<file path="src/hbti_consts.svh">
`ifndef HBTI_CONSTS_SVH
`define HBTI_CONSTS_SVH
`define HBTI_ADDR_W 9
`define HBTI_DATA_W 16
`define HBTI_NUM_TX 3
`define HBTI_NUM_SRC 6
`define HBTI_VEC_W 8
`define HBTI_VEC_BASE 8'h40
`define HBTI_READ_LAT 2
`define HBTI_ACK_DELAY 2'h2
`endif

</file>
<file path="src/hbti_pkg.sv">
package hbti_pkg;
  typedef enum logic [1:0] {
    HBTI_IDLE,
    HBTI_WAIT,
    HBTI_ACK
  } hbti_state_type;
  typedef enum logic {
    HBTI_REG_CYCLE,
    HBTI_IACK_CYCLE
  } hbti_cycle_type;
endpackage

</file>
<file path="src/hbti_tx_prio.sv">
`timescale 1ns/1ps
`include "hbti_consts.svh"
module hbti_tx_prio #(
  parameter int NUM_TX = `HBTI_NUM_TX,
  parameter logic [7:0] VEC_BASE = `HBTI_VEC_BASE
) (
  input wire logic [2*NUM_TX-1:0] i_pending,
  output logic o_any,
  output logic [7:0] o_vector
);
  // Channel 0 has the highest priority; each channel has its own vector.
  always_comb begin
    o_any = |i_pending;
    o_vector = VEC_BASE;
    for (int c = NUM_TX - 1; c >= 0; c--) begin
      if (i_pending[2*c] || i_pending[2*c+1]) begin
        o_vector = VEC_BASE + 8'(c);
      end
    end
  end
endmodule

</file>
<file path="src/hbti_host_port.sv">
`timescale 1ns/1ps
`include "hbti_consts.svh"
// How it works
// - Nine select lines pick exactly one register per access.
// - Sixteen-bit data bus: host writes, device drives on reads.
// - Acknowledge cycle puts the vector on data bits 0 to 7 only.
// - Register accesses are ignored while chip select is high.
// - Lower strobe qualifies data bits 0 to 7.
// - Upper strobe qualifies data bits 8 to 15.
// - Direction high means read, low means write.
// - On reads, acknowledge only after read data is valid.
// - On writes, acknowledge signals the data was accepted.
// - Acknowledge only in a selected access or acknowledge cycle.
// - Transmit request is open drain, low while anything pends.
// - Six sources: queue empty and end of transmission per channel.
// - Acknowledge input with active request starts a vector cycle.
// - Vector belongs to the highest priority requesting channel.
// - Each channel has its own vector.
// - Answer acknowledge only while the chain input is low.
// - Chain output low only if chain input low and nothing pends.
module hbti_host_port #(
  parameter int ADDR_W = `HBTI_ADDR_W,
  parameter int DATA_W = `HBTI_DATA_W,
  parameter int NUM_TX = `HBTI_NUM_TX
) (
  input wire logic i_ref_clk,
  input wire logic i_nrst,
  input wire logic [ADDR_W-1:0] i_register_select_lines,
  input wire logic [DATA_W-1:0] i_host_data_lines,
  output logic [DATA_W-1:0] o_host_data_lines,
  output logic [DATA_W-1:0] o_host_data_lines_oe_n,
  input wire logic i_chip_select_n,
  input wire logic i_lower_byte_strobe_n,
  input wire logic i_upper_byte_strobe_n,
  input wire logic i_read_not_write,
  output logic o_transfer_ack,
  output logic o_transfer_ack_oe_n,
  output logic o_tx_irq_req,
  output logic o_tx_irq_req_oe_n,
  input wire logic i_tx_irq_ack_n,
  input wire logic i_tx_chain_in_n,
  output logic o_tx_chain_out_n,
  input wire logic [NUM_TX-1:0] i_tx_queue_empty,
  input wire logic [NUM_TX-1:0] i_tx_end_of_tx,
  output logic [ADDR_W-1:0] o_reg_addr,
  output logic o_reg_wr,
  output logic o_reg_rd,
  output logic [DATA_W-1:0] o_reg_wdata,
  output logic [1:0] o_reg_byte_en,
  input wire logic [DATA_W-1:0] i_reg_rdata,
  output logic o_iack_taken
);
  logic [ADDR_W-1:0] a_s1, a_s2;
  logic [DATA_W-1:0] d_s1, d_s2;
  logic [4:0] c_s1, c_s2;
  logic cs_n, lds_n, uds_n, rnw, iack_n, chain_n;
  logic [2*NUM_TX-1:0] pending;
  logic any_pend;
  logic [7:0] vector;
  logic strobe, reg_req, iack_req, active;
  logic [1:0] wait_cnt;
  logic [DATA_W-1:0] rdata;
  logic drive_lo, drive_hi, ack;
  hbti_pkg::hbti_state_type state;
  hbti_pkg::hbti_cycle_type cyc;

  // Host pins are asynchronous, so every one passes two flops first.
  always_ff @(posedge i_ref_clk or negedge i_nrst) begin
    if (!i_nrst) begin
      a_s1 <= '0;
      a_s2 <= '0;
      d_s1 <= '0;
      d_s2 <= '0;
      c_s1 <= 5'h1F;
      c_s2 <= 5'h1F;
    end else begin
      a_s1 <= i_register_select_lines;
      a_s2 <= a_s1;
      d_s1 <= i_host_data_lines;
      d_s2 <= d_s1;
      c_s1 <= {i_chip_select_n, i_lower_byte_strobe_n,
               i_upper_byte_strobe_n, i_read_not_write, i_tx_irq_ack_n};
      c_s2 <= c_s1;
    end
  end

  logic chain_s1;
  always_ff @(posedge i_ref_clk or negedge i_nrst) begin
    if (!i_nrst) begin
      chain_s1 <= 1'b1;
      chain_n <= 1'b1;
    end else begin
      chain_s1 <= i_tx_chain_in_n;
      chain_n <= chain_s1;
    end
  end

  assign {cs_n, lds_n, uds_n, rnw, iack_n} = c_s2;

  // Interleave sources: bit 2c is queue empty, bit 2c+1 end of transmission.
  always_comb begin
    for (int c = 0; c < NUM_TX; c++) begin
      pending[2*c] = i_tx_queue_empty[c];
      pending[2*c+1] = i_tx_end_of_tx[c];
    end
  end

  hbti_tx_prio #(
    .NUM_TX(NUM_TX),
    .VEC_BASE(`HBTI_VEC_BASE)
  ) u_prio (
    .i_pending(pending),
    .o_any(any_pend),
    .o_vector(vector)
  );

  assign strobe = !lds_n || !uds_n;
  assign reg_req = !cs_n && strobe;
  assign iack_req = !iack_n && any_pend && !chain_n && strobe;
  assign active = reg_req || (!iack_n && strobe);

  // The byte lanes are taken from the strobes only when the cycle starts, so a host that
  // changes them mid cycle sees the byte lanes chosen at the start.
  always_ff @(posedge i_ref_clk or negedge i_nrst) begin
    if (!i_nrst) begin
      state <= hbti_pkg::HBTI_IDLE;
      cyc <= hbti_pkg::HBTI_REG_CYCLE;
      wait_cnt <= 2'h0;
      rdata <= '0;
      drive_lo <= 1'b0;
      drive_hi <= 1'b0;
      ack <= 1'b0;
      o_reg_addr <= '0;
      o_reg_wr <= 1'b0;
      o_reg_rd <= 1'b0;
      o_reg_wdata <= '0;
      o_reg_byte_en <= 2'h0;
      o_iack_taken <= 1'b0;
    end else begin
      o_reg_wr <= 1'b0;
      o_reg_rd <= 1'b0;
      o_iack_taken <= 1'b0;
      unique case (state)
        hbti_pkg::HBTI_IDLE: begin
          if (reg_req) begin
            cyc <= hbti_pkg::HBTI_REG_CYCLE;
            o_reg_addr <= a_s2;
            o_reg_byte_en <= {!uds_n, !lds_n};
            o_reg_wdata <= d_s2;
            o_reg_wr <= !rnw;
            o_reg_rd <= rnw;
            wait_cnt <= `HBTI_ACK_DELAY;
            state <= hbti_pkg::HBTI_WAIT;
          end else if (iack_req) begin
            cyc <= hbti_pkg::HBTI_IACK_CYCLE;
            o_iack_taken <= 1'b1;
            rdata <= {8'h00, vector};
            drive_lo <= 1'b1;
            drive_hi <= 1'b0;
            wait_cnt <= `HBTI_ACK_DELAY;
            state <= hbti_pkg::HBTI_WAIT;
          end
        end
        hbti_pkg::HBTI_WAIT: begin
          if (!active) begin
            drive_lo <= 1'b0;
            drive_hi <= 1'b0;
            state <= hbti_pkg::HBTI_IDLE;
          end else if (wait_cnt == 2'h1) begin
            if (cyc == hbti_pkg::HBTI_REG_CYCLE && rnw) begin
              rdata <= i_reg_rdata;
              drive_lo <= o_reg_byte_en[0];
              drive_hi <= o_reg_byte_en[1];
            end
            state <= hbti_pkg::HBTI_ACK;
          end else begin
            wait_cnt <= wait_cnt - 2'h1;
          end
        end
        hbti_pkg::HBTI_ACK: begin
          ack <= 1'b1;
          if (!active) begin
            ack <= 1'b0;
            drive_lo <= 1'b0;
            drive_hi <= 1'b0;
            state <= hbti_pkg::HBTI_IDLE;
          end
        end
        default: state <= hbti_pkg::HBTI_IDLE;
      endcase
    end
  end

  assign o_host_data_lines = rdata;
  assign o_host_data_lines_oe_n = {{(DATA_W/2){!drive_hi}},
                                   {(DATA_W/2){!drive_lo}}};
  // Open-drain pins: the output is always low, only the enable moves.
  assign o_transfer_ack = 1'b0;
  assign o_transfer_ack_oe_n = !ack;
  assign o_tx_irq_req = 1'b0;
  assign o_tx_irq_req_oe_n = !any_pend;
  assign o_tx_chain_out_n = !(!chain_n && !any_pend);

  property p_ack_sel;
    @(posedge i_ref_clk) disable iff (!i_nrst)
      ack |-> $past(active);
  endproperty
  a_ack_sel: assert property (p_ack_sel)
    else $error("Acknowledge outside a selected cycle.");

  property p_irq;
    @(posedge i_ref_clk) disable iff (!i_nrst)
      o_tx_irq_req_oe_n == !(|{i_tx_queue_empty, i_tx_end_of_tx});
  endproperty
  a_irq: assert property (p_irq)
    else $error("Transmit request does not follow the sources.");

  property p_chain;
    @(posedge i_ref_clk) disable iff (!i_nrst)
      !o_tx_chain_out_n |-> !chain_n && !any_pend;
  endproperty
  a_chain: assert property (p_chain)
    else $error("Chain output low while pending.");

  property p_vec_lo;
    @(posedge i_ref_clk) disable iff (!i_nrst)
      ack && cyc == hbti_pkg::HBTI_IACK_CYCLE |->
        &o_host_data_lines_oe_n[15:8] && !o_host_data_lines_oe_n[0];
  endproperty
  a_vec_lo: assert property (p_vec_lo)
    else $error("Vector not on low byte only.");

  property p_iack_chain;
    @(posedge i_ref_clk) disable iff (!i_nrst)
      o_iack_taken |-> $past(!chain_n) && $past(any_pend);
  endproperty
  a_iack_chain: assert property (p_iack_chain)
    else $error("Acknowledge cycle taken without chain grant.");

  property p_rd_valid;
    @(posedge i_ref_clk) disable iff (!i_nrst)
      o_reg_rd |-> !ack ##2 (state == hbti_pkg::HBTI_ACK || !active);
  endproperty
  a_rd_valid: assert property (p_rd_valid)
    else $error("Read acknowledge timing wrong.");

  property p_release;
    @(posedge i_ref_clk) disable iff (!i_nrst)
      ack && !active |=> !ack ##0 &o_host_data_lines_oe_n;
  endproperty
  a_release: assert property (p_release)
    else $error("Bus not released after cycle end.");

  property p_no_cs;
    @(posedge i_ref_clk) disable iff (!i_nrst)
      cs_n |=> !o_reg_wr && !o_reg_rd;
  endproperty
  a_no_cs: assert property (p_no_cs)
    else $error("Access without chip select.");

  property p_lanes;
    @(posedge i_ref_clk) disable iff (!i_nrst)
      o_reg_wr |-> o_reg_byte_en == $past({!uds_n, !lds_n});
  endproperty
  a_lanes: assert property (p_lanes)
    else $error("Byte enables do not match strobes.");
endmodule

</file>
<file path="config.mk">
export PLATFORM = sky130hd
export DESIGN_NAME = hbti_host_port
export DESIGN_NICKNAME = d
export VERILOG_FILES = /design/src/hbti_pkg.sv /design/src/hbti_tx_prio.sv /design/src/hbti_host_port.sv
export VERILOG_INCLUDE_DIRS = /design/src
export SDC_FILE = /design/constraint.sdc
export NUM_CORES = 1
export LEC_CHECK = 0
export ABC_CLOCK_PERIOD_IN_PS = 2000
export CAP_MARGIN = 15
export CORE_ASPECT_RATIO = 0.5
export CORE_MARGIN = 1.5
export CORE_UTILIZATION = 50
export DETAILED_ROUTE_END_ITERATION = 6
export DONT_BUFFER_PORTS = 1
export GPL_TIMING_DRIVEN = 0
export MAX_ROUTING_LAYER = met4
export PLACE_DENSITY = 0.67
export SLEW_MARGIN = 20
export SYNTH_ARGS = -nofsm -noshare
export SYNTH_HDL_FRONTEND = slang
export SYNTH_SLANG_ARGS = --single-unit
</file>
<file path="constraint.sdc">
create_clock -name i_ref_clk -period 2 [get_ports i_ref_clk]
set_input_delay 0.4 -clock i_ref_clk [delete_from_list [all_inputs] [get_ports i_ref_clk]]
set_output_delay 0.4 -clock i_ref_clk [all_outputs]
set_load 0.05 [all_outputs]
</file>
==> summary.md, run 1 <==
| Metric | Value |
|---|---|
| Status | finished, violations left |
| Failing checks | negative hold slack, negative setup slack |
| Dominant cell type by area after synthesis | dfrtp_1 |
| Leading cell type in the layout, fill and taps excluded | dfrtp_1 |
| Wire per inst | 15.3 um |
| Largest net degree at the start of global routing | 117 |
| Total number of yosys warnings | 0 |
| Initial Utilization | 0.532 |
| Most frequent cells in the layout | dfrtp_1, nand2_1, buf_4, clkbuf_16, inv_1 |
| IO Count | 122 |
| Final setup margin | -97.5 ps |
| Unrepaired setup endpoints after global routing | true |
| Avg Cell Area, Syn | 12.5 sq um |
| CTS Buf Count | 17 |
| Final hold viol count | 116 |
| Pins Over Slew Limit | 0 |
| Final-report setup violation count | 1 |
| Antenna cells | 0 |
| Clk Latency, worst-skew pair | 400 ps |
| PwrDens | 2020 nW/um^2 |
| Required time worst endpoint | 1600 ps |
| Drt first pass iters | 4 |
| Clock buffer depth | 2 |
| First-pass GRT wire length | 11,300 um |
| Flops & latches, synth | 116 |
| Netlist cell types | 34 |
| CP peak stage delay | 560 ps |
| Post-synth top area share | 0.649 |
| CTS tree | built |
| Die Span X | 130 um |
| Initial antenna violation count | 0 |
| Largest cells by area after synthesis | dfrtp_1, nand2_1, dfstp_2 |
| Vias in the first global route | 2,303 |
| Total Routing Usage GR | 0.191 |
| Setup TNS | -97.5 ps |
| Htree depth | 4 |
| Final cycle utilization of the critical path | 1.05 |
| Nets | 413 |
| Delay-heaviest family, CP | simple AND/OR/NAND/NOR gates |
| Die ar. | 8600 sq um |
| CP max-delay cell | or4_4 |
| Fmax | 477 MHz |
| Worst Clk Skew | 4.01 ps |
| Headroom to the max-slew limit | 0.584 |
| Worst hold margin | -307 ps |
| Pwr Total | 10.0 mW |
| Post-Syn Area | 4010 sq um |
| Worst Max-Slew Pin Slew | 622 ps |
| Critical path capture point type | primary output |
| Buf/Inv on CP | 0 |
| Overflow after GRT | 0 |
| Critical path class | in -> out |
| Hpwl dp | 4680 um |
| Port Buffer Count | 0 |
| Lkg Pwr | 2.34 nW |
| Area growth, synth to finish | 23.8% |
| Crit-path cells | or4_4 > nor3_4 > nand2b_4 |
| Starting DRT DRC Count | 134 |
| Max FO, Critical Path | 2 |
| Fillers | 565 |
| Die height | 66.3 um |
| Clock-pin slew on the worst setup and hold paths | 50 ps |
| Final wirelength | 7310 um |
| Max-Cap Viols | 0 |
| Hold Path Class | in -> async |
| Via count of the routed design | 2,282 |
| Drc violations | 0 |
| CTS Root Cell | clkbuf_16 |
| Vias per cell | 4.77 |
| Sequential share of the synthesized area | 0.728 |
| Row count | 22 |
| Core region area | 7540 sq um |
| Clock sink total | 116 |
| Tmin final | 2100 ps |
| VDD IR max | 1.01 mV |
| Crit path arrival time | 1700 ps |
| Final weighted congestion in routability-driven placement | 0.774 |
| Synthesized netlist cell count | 320 |
| Crit path launch type | input pin |
| Final design utilization | 0.658 |
| Detail Route Antenna Nets | 0 |
| Proportion of layout cells with a drive suffix above 1 | 0.219 |
cell families after synthesis:
logic type | share of synthesized area
buffers and inverters | 0.0571
AOI/OAI and AO/OA | 0.0453
other | 0.000935
muxes | 0.0459
adders and majority gates | 0.00312
DFF | 0.728
and+or+nand+nor | 0.120
per-layer routing:
metal  up-vias  GRT usage  routed length, um
li1       1078          -                  -
met1      1105      0.221               3230
met2        94      0.291               3430
met3         5     0.0930                609
met4         0     0.0708                 38
met5         -          -                  0
worst paths after layout:
kind,start,end,slack (ps),cells past startpoint
worst min-delay path,i_nrst,d_s1[1],-310,0
worst max register to register,c_s2[3],o_host_data_lines[0],70,5
max in group asynchronous,i_nrst,c_s2[0],2110,0
worst min register to register,d_s1[14],d_s2[14],340,0
worst max-delay path,i_tx_end_of_tx[0],o_tx_chain_out_n,-100,3
min in group i_ref_clk,i_host_data_lines[6],d_s1[6],20,0
stage by stage:
stage                     cells  cell area (sq um)  hold WS (ps)  worst slack, ps
final                       478               4960          -307            -97.5
after global routing        478               4960          -329             -138
after CTS                   470               4840          -324             -104
after detailed placement    429               4170           107             -167
after global placement      429               4170           107             -169
after floorplan             321               4030           104             -124
Yosys cell counts (all sizes together):
master,number
and2,2
nor3,1
a2111oi,1
nand3b,1
a22o,1
clkbuf,8
or2,1
a21oi,3
a211oi,1
nand3,1
or4,1
o31ai,1
mux2,3
a22oi,1
conb,1
o21ai,6
ha,1
nor2,7
mux2i,15
dfstp,12
a31oi,1
nand2b,3
o41ai,1
inv,18
buf,17
o311ai,1
a221o,1
dfrtp,104
o31a,1
o21a,3
and3,1
nor2b,1
nand2,100
state kept, by name, indices dropped and copies added (netlist names):
name	cells
a_s1	9
c_s2	5
ack	1
o_reg_rd	1
chain_n	1
d_s2	16
cyc	1
o_iack_taken	1
o_reg_byte_en	2
drive_hi	1
c_s1	5
o_host_data_lines	16
o_reg_wr	1
drive_lo	1
d_s1	16
state	2
a_s2	9
o_reg_wdata	16
chain_s1	1
wait_cnt	2
o_reg_addr	9
report_power, final:
part | switching [mW] | internal [mW] | total (mW)
Sequential | 2.02 | 2.91 | 4.93
Clock | 1.07 | 1.87 | 2.94
Combinational | 1.38 | 0.748 | 2.13
Total | 4.47 | 5.53 | 10.0
layout make-up:
type,instances,area (sq um),area share
Sequential cell,116,2920,0.588
Multi-Input combinational cell,162,905,0.182
Clock buffer,18,439,0.0885
Buffer,25,174,0.0350
Timing Repair Buffer,17,164,0.0330
Clock inverter,14,153,0.0308
Tap cell,108,135,0.0272
Inverter,18,75.1,0.0151
repair_timing:
item                       4_1_cts  5_1_grt
pin swaps                        3        3
hold buffers                     6        7
hold endpoints to repair       122      123
setup endpoints to repair       34       48
resized for setup                1       13
buffers inserted                 3        1
No activity file was read; power rests on OpenSTA's default activity.
==> run 2, diff against run 1 <==
--- a/config.mk
+++ b/config.mk
@@ -15,7 +15,7 @@
 export DONT_BUFFER_PORTS = 1
 export GPL_TIMING_DRIVEN = 0
 export MAX_ROUTING_LAYER = met4
-export PLACE_DENSITY = 0.67
+export PLACE_DENSITY = 0.68
 export SLEW_MARGIN = 20
 export SYNTH_ARGS = -nofsm -noshare
 export SYNTH_HDL_FRONTEND = slang
==> run 2 against run 1 <==
The run still ends with negative hold slack, negative setup slack left. Sequential cell count unchanged. Sequential power barely moved. Design area fell by 0.61%. Final cell count shrank 0.42%. Critical endpoint unchanged. Clock skew up 13 ps. Fmax shrank 1.1%. Critical path type unchanged. Highest routed layer unchanged. First-iteration DRC count fell by 6.7%. Largest power group unchanged. Via count decreased by 0.57%. Worst hold slack got worse by 6.6 ps. Critical path depth unchanged.
==> summary.md, run 2 (synthesis results as in run 1) <==
| Metric | Value |
|---|---|
| Status | finished, violations left |
| Failing checks | negative hold slack, negative setup slack |
| DRT met1 WL | 3250 um |
| Worst r2r dst | o_host_data_lines[5] |
| Hold Path Class | in -> async |
| Max FO, Critical Path | 4 |
| Crit-path cells | or4_4 > nor3_4 > nand2b_4 |
| Detail Route Antenna Nets | 0 |
| Headroom to the max-slew limit | 0.584 |
| Die height | 66.3 um |
| Die ar. | 8600 sq um |
| Register share of total power | 0.491 |
| Drc violations | 0 |
| Drt first pass iters | 6 |
| Proportion of layout cells with a drive suffix above 1 | 0.213 |
| Critical path class | in -> out |
| Clock buffer depth | 2 |
| Final hold viol count | 116 |
| Max-Cap Viols | 0 |
| Initial Utilization | 0.532 |
| Final weighted congestion in routability-driven placement | 0.753 |
| Core region area | 7540 sq um |
| Largest net degree at the start of global routing | 117 |
| Crit path arrival time | 1720 ps |
| P_int | 5.64 mW |
| Final cycle utilization of the critical path | 1.06 |
| Clock-pin slew on the worst setup and hold paths | 60 ps |
| Area occupied by multi-input gates | 892 sq um |
| FF-to-FF setup slack | 180 ps |
| Nets | 409 |
| Worst Max-Slew Pin Slew | 622 ps |
| Layout Cells excl Fill | 476 |
| Starting DRT DRC Count | 125 |
| Logic gate share of total power | 0.206 |
| Port Buffer Count | 0 |
| Lkg Pwr | 2.34 nW |
| Final design utilization | 0.654 |
| VDD IR max | 1.12 mV |
| Via count of the routed design | 2,269 |
| Fmax | 472 MHz |
| Delay-heaviest family, CP | simple AND/OR/NAND/NOR gates |
| Path depth of the worst reg2reg path | 6 |
| Sw Share | 0.440 |
| Reg-to-reg startpoint | c_s2[2] |
| Wire per inst | 15.3 um |
| Net switching power | 4.42 mW |
| Clock share of power | 0.303 |
| Vias in the first global route | 2,245 |
| Highest Signal Layer | met4 |
| Crit path launch type | input pin |
| CTS tree | built |
| Worst Clk Skew | 16.8 ps |
| Die Span X | 130 um |
| PwrDens | 2040 nW/um^2 |
| Fillers | 566 |
| Pins Over Slew Limit | 0 |
| CP max-delay cell | or4_4 |
| Htree depth | 4 |
| Critical path capture point type | primary output |
| CTS Buf Count | 17 |
| Final-report setup violation count | 1 |
| Met3 Wirelength | 663 um |
| CP peak stage delay | 580 ps |
| Vias per cell | 4.77 |
| Total Routing Usage GR | 0.187 |
| Leading cell type in the layout, fill and taps excluded | dfrtp_1 |
| Final wirelength | 7290 um |
| Final setup margin | -120 ps |
| First-pass GRT wire length | 11,100 um |
| Worst hold margin | -314 ps |
| Initial antenna violation count | 2 |
| Clk Latency, worst-skew pair | 410 ps |
| Area growth, synth to finish | 23.0% |
| Overflow after GRT | 0 |
| Hpwl dp | 4660 um |
| Placed Instances | 429 |
| IO Count | 122 |
| Row count | 22 |
| Reg area | 2920 sq um |
| CTS Root Cell | clkbuf_16 |
| Most frequent cells in the layout | dfrtp_1, nand2_1, buf_4, clkbuf_16, inv_1 |
| Buf/Inv on CP | 0 |
| Unrepaired setup endpoints after global routing | true |
| Clock sink total | 116 |
| Tmin final | 2120 ps |
| Required time worst endpoint | 1600 ps |
| Setup TNS | -120 ps |
| WL met2 | 3340 um |
## run 2: how the worst max path moves through the flow
stage / from / endpoint / slack, ps / cells past startpoint
2_1_floorplan: i_tx_end_of_tx[1] / o_tx_chain_out_n / -120 / 3
5_1_grt: i_tx_end_of_tx[0] / o_tx_chain_out_n / -150 / 3
3_3_place_gp: i_tx_end_of_tx[1] / o_tx_chain_out_n / -170 / 3
6_report: i_tx_end_of_tx[0] / o_tx_chain_out_n / -120 / 3
4_1_cts: i_tx_end_of_tx[0] / o_tx_chain_out_n / -130 / 3
3_5_place_dp: i_tx_end_of_tx[1] / o_tx_chain_out_n / -170 / 3
## run 2: area by class of cell
| type | instances | share of cell area |
|---|---|---|
| Sequential cell | 116 | 0.592 |
| Multi-Input combinational cell | 162 | 0.181 |
| Clock buffer | 20 | 0.0926 |
| Buffer | 24 | 0.0327 |
| Clock inverter | 12 | 0.0312 |
| Timing Repair Buffer | 14 | 0.0274 |
| Tap cell | 108 | 0.0274 |
| Inverter | 18 | 0.0152 |
| Antenna cell | 2 | 0.00101 |
## run 2: repair_timing
action / in CTS / in global routing
endpoints found under the hold margin: 122 / 122
hold buffers: 6 / 6
pin swaps: 3 / 0
gates resized for setup: 1 / 9
endpoints found under the setup margin: 34 / 40
setup buffers: 2 / 0
## run 2: worst reg2reg max path, delay by kind of cell (launching register included)
family | cells | cell delay [ps]
and+or+nand+nor | 1 | 200
buffers and inverters | 2 | 380
muxes | 1 | 210
DFF | 1 | 390
AOI/OAI and AO/OA | 2 | 570
## run 2: power by group through the flow
stage / Sequential [mW] / Clock [mW] / Combinational, mW
floorplan: 4.83 / 0 / 1.77
global placement: 4.94 / 0 / 1.94
detailed placement: 4.97 / 0 / 2.01
CTS: 4.93 / 3.11 / 2.07
global route: 5.01 / 3.23 / 2.28
finish: 4.94 / 3.05 / 2.07
## run 2: routing by layer
layer / vias to the layer above / global-route usage
met2: 93 / 0.270
met3: 4 / 0.101
met4: 0 / 0.0708
met5: - / -
li1: 1064 / -
met1: 1108 / 0.223
## run 2: stage by stage
step                      worst slack (ps)  power [mW]  area (sq um)
final                                 -120        10.1          4930
after global routing                  -145        10.5          4930
after CTS                             -126        10.1          4850
after detailed placement              -171        6.98          4170
after global placement                -174        6.89          4170
after floorplan                       -124        6.60          4030
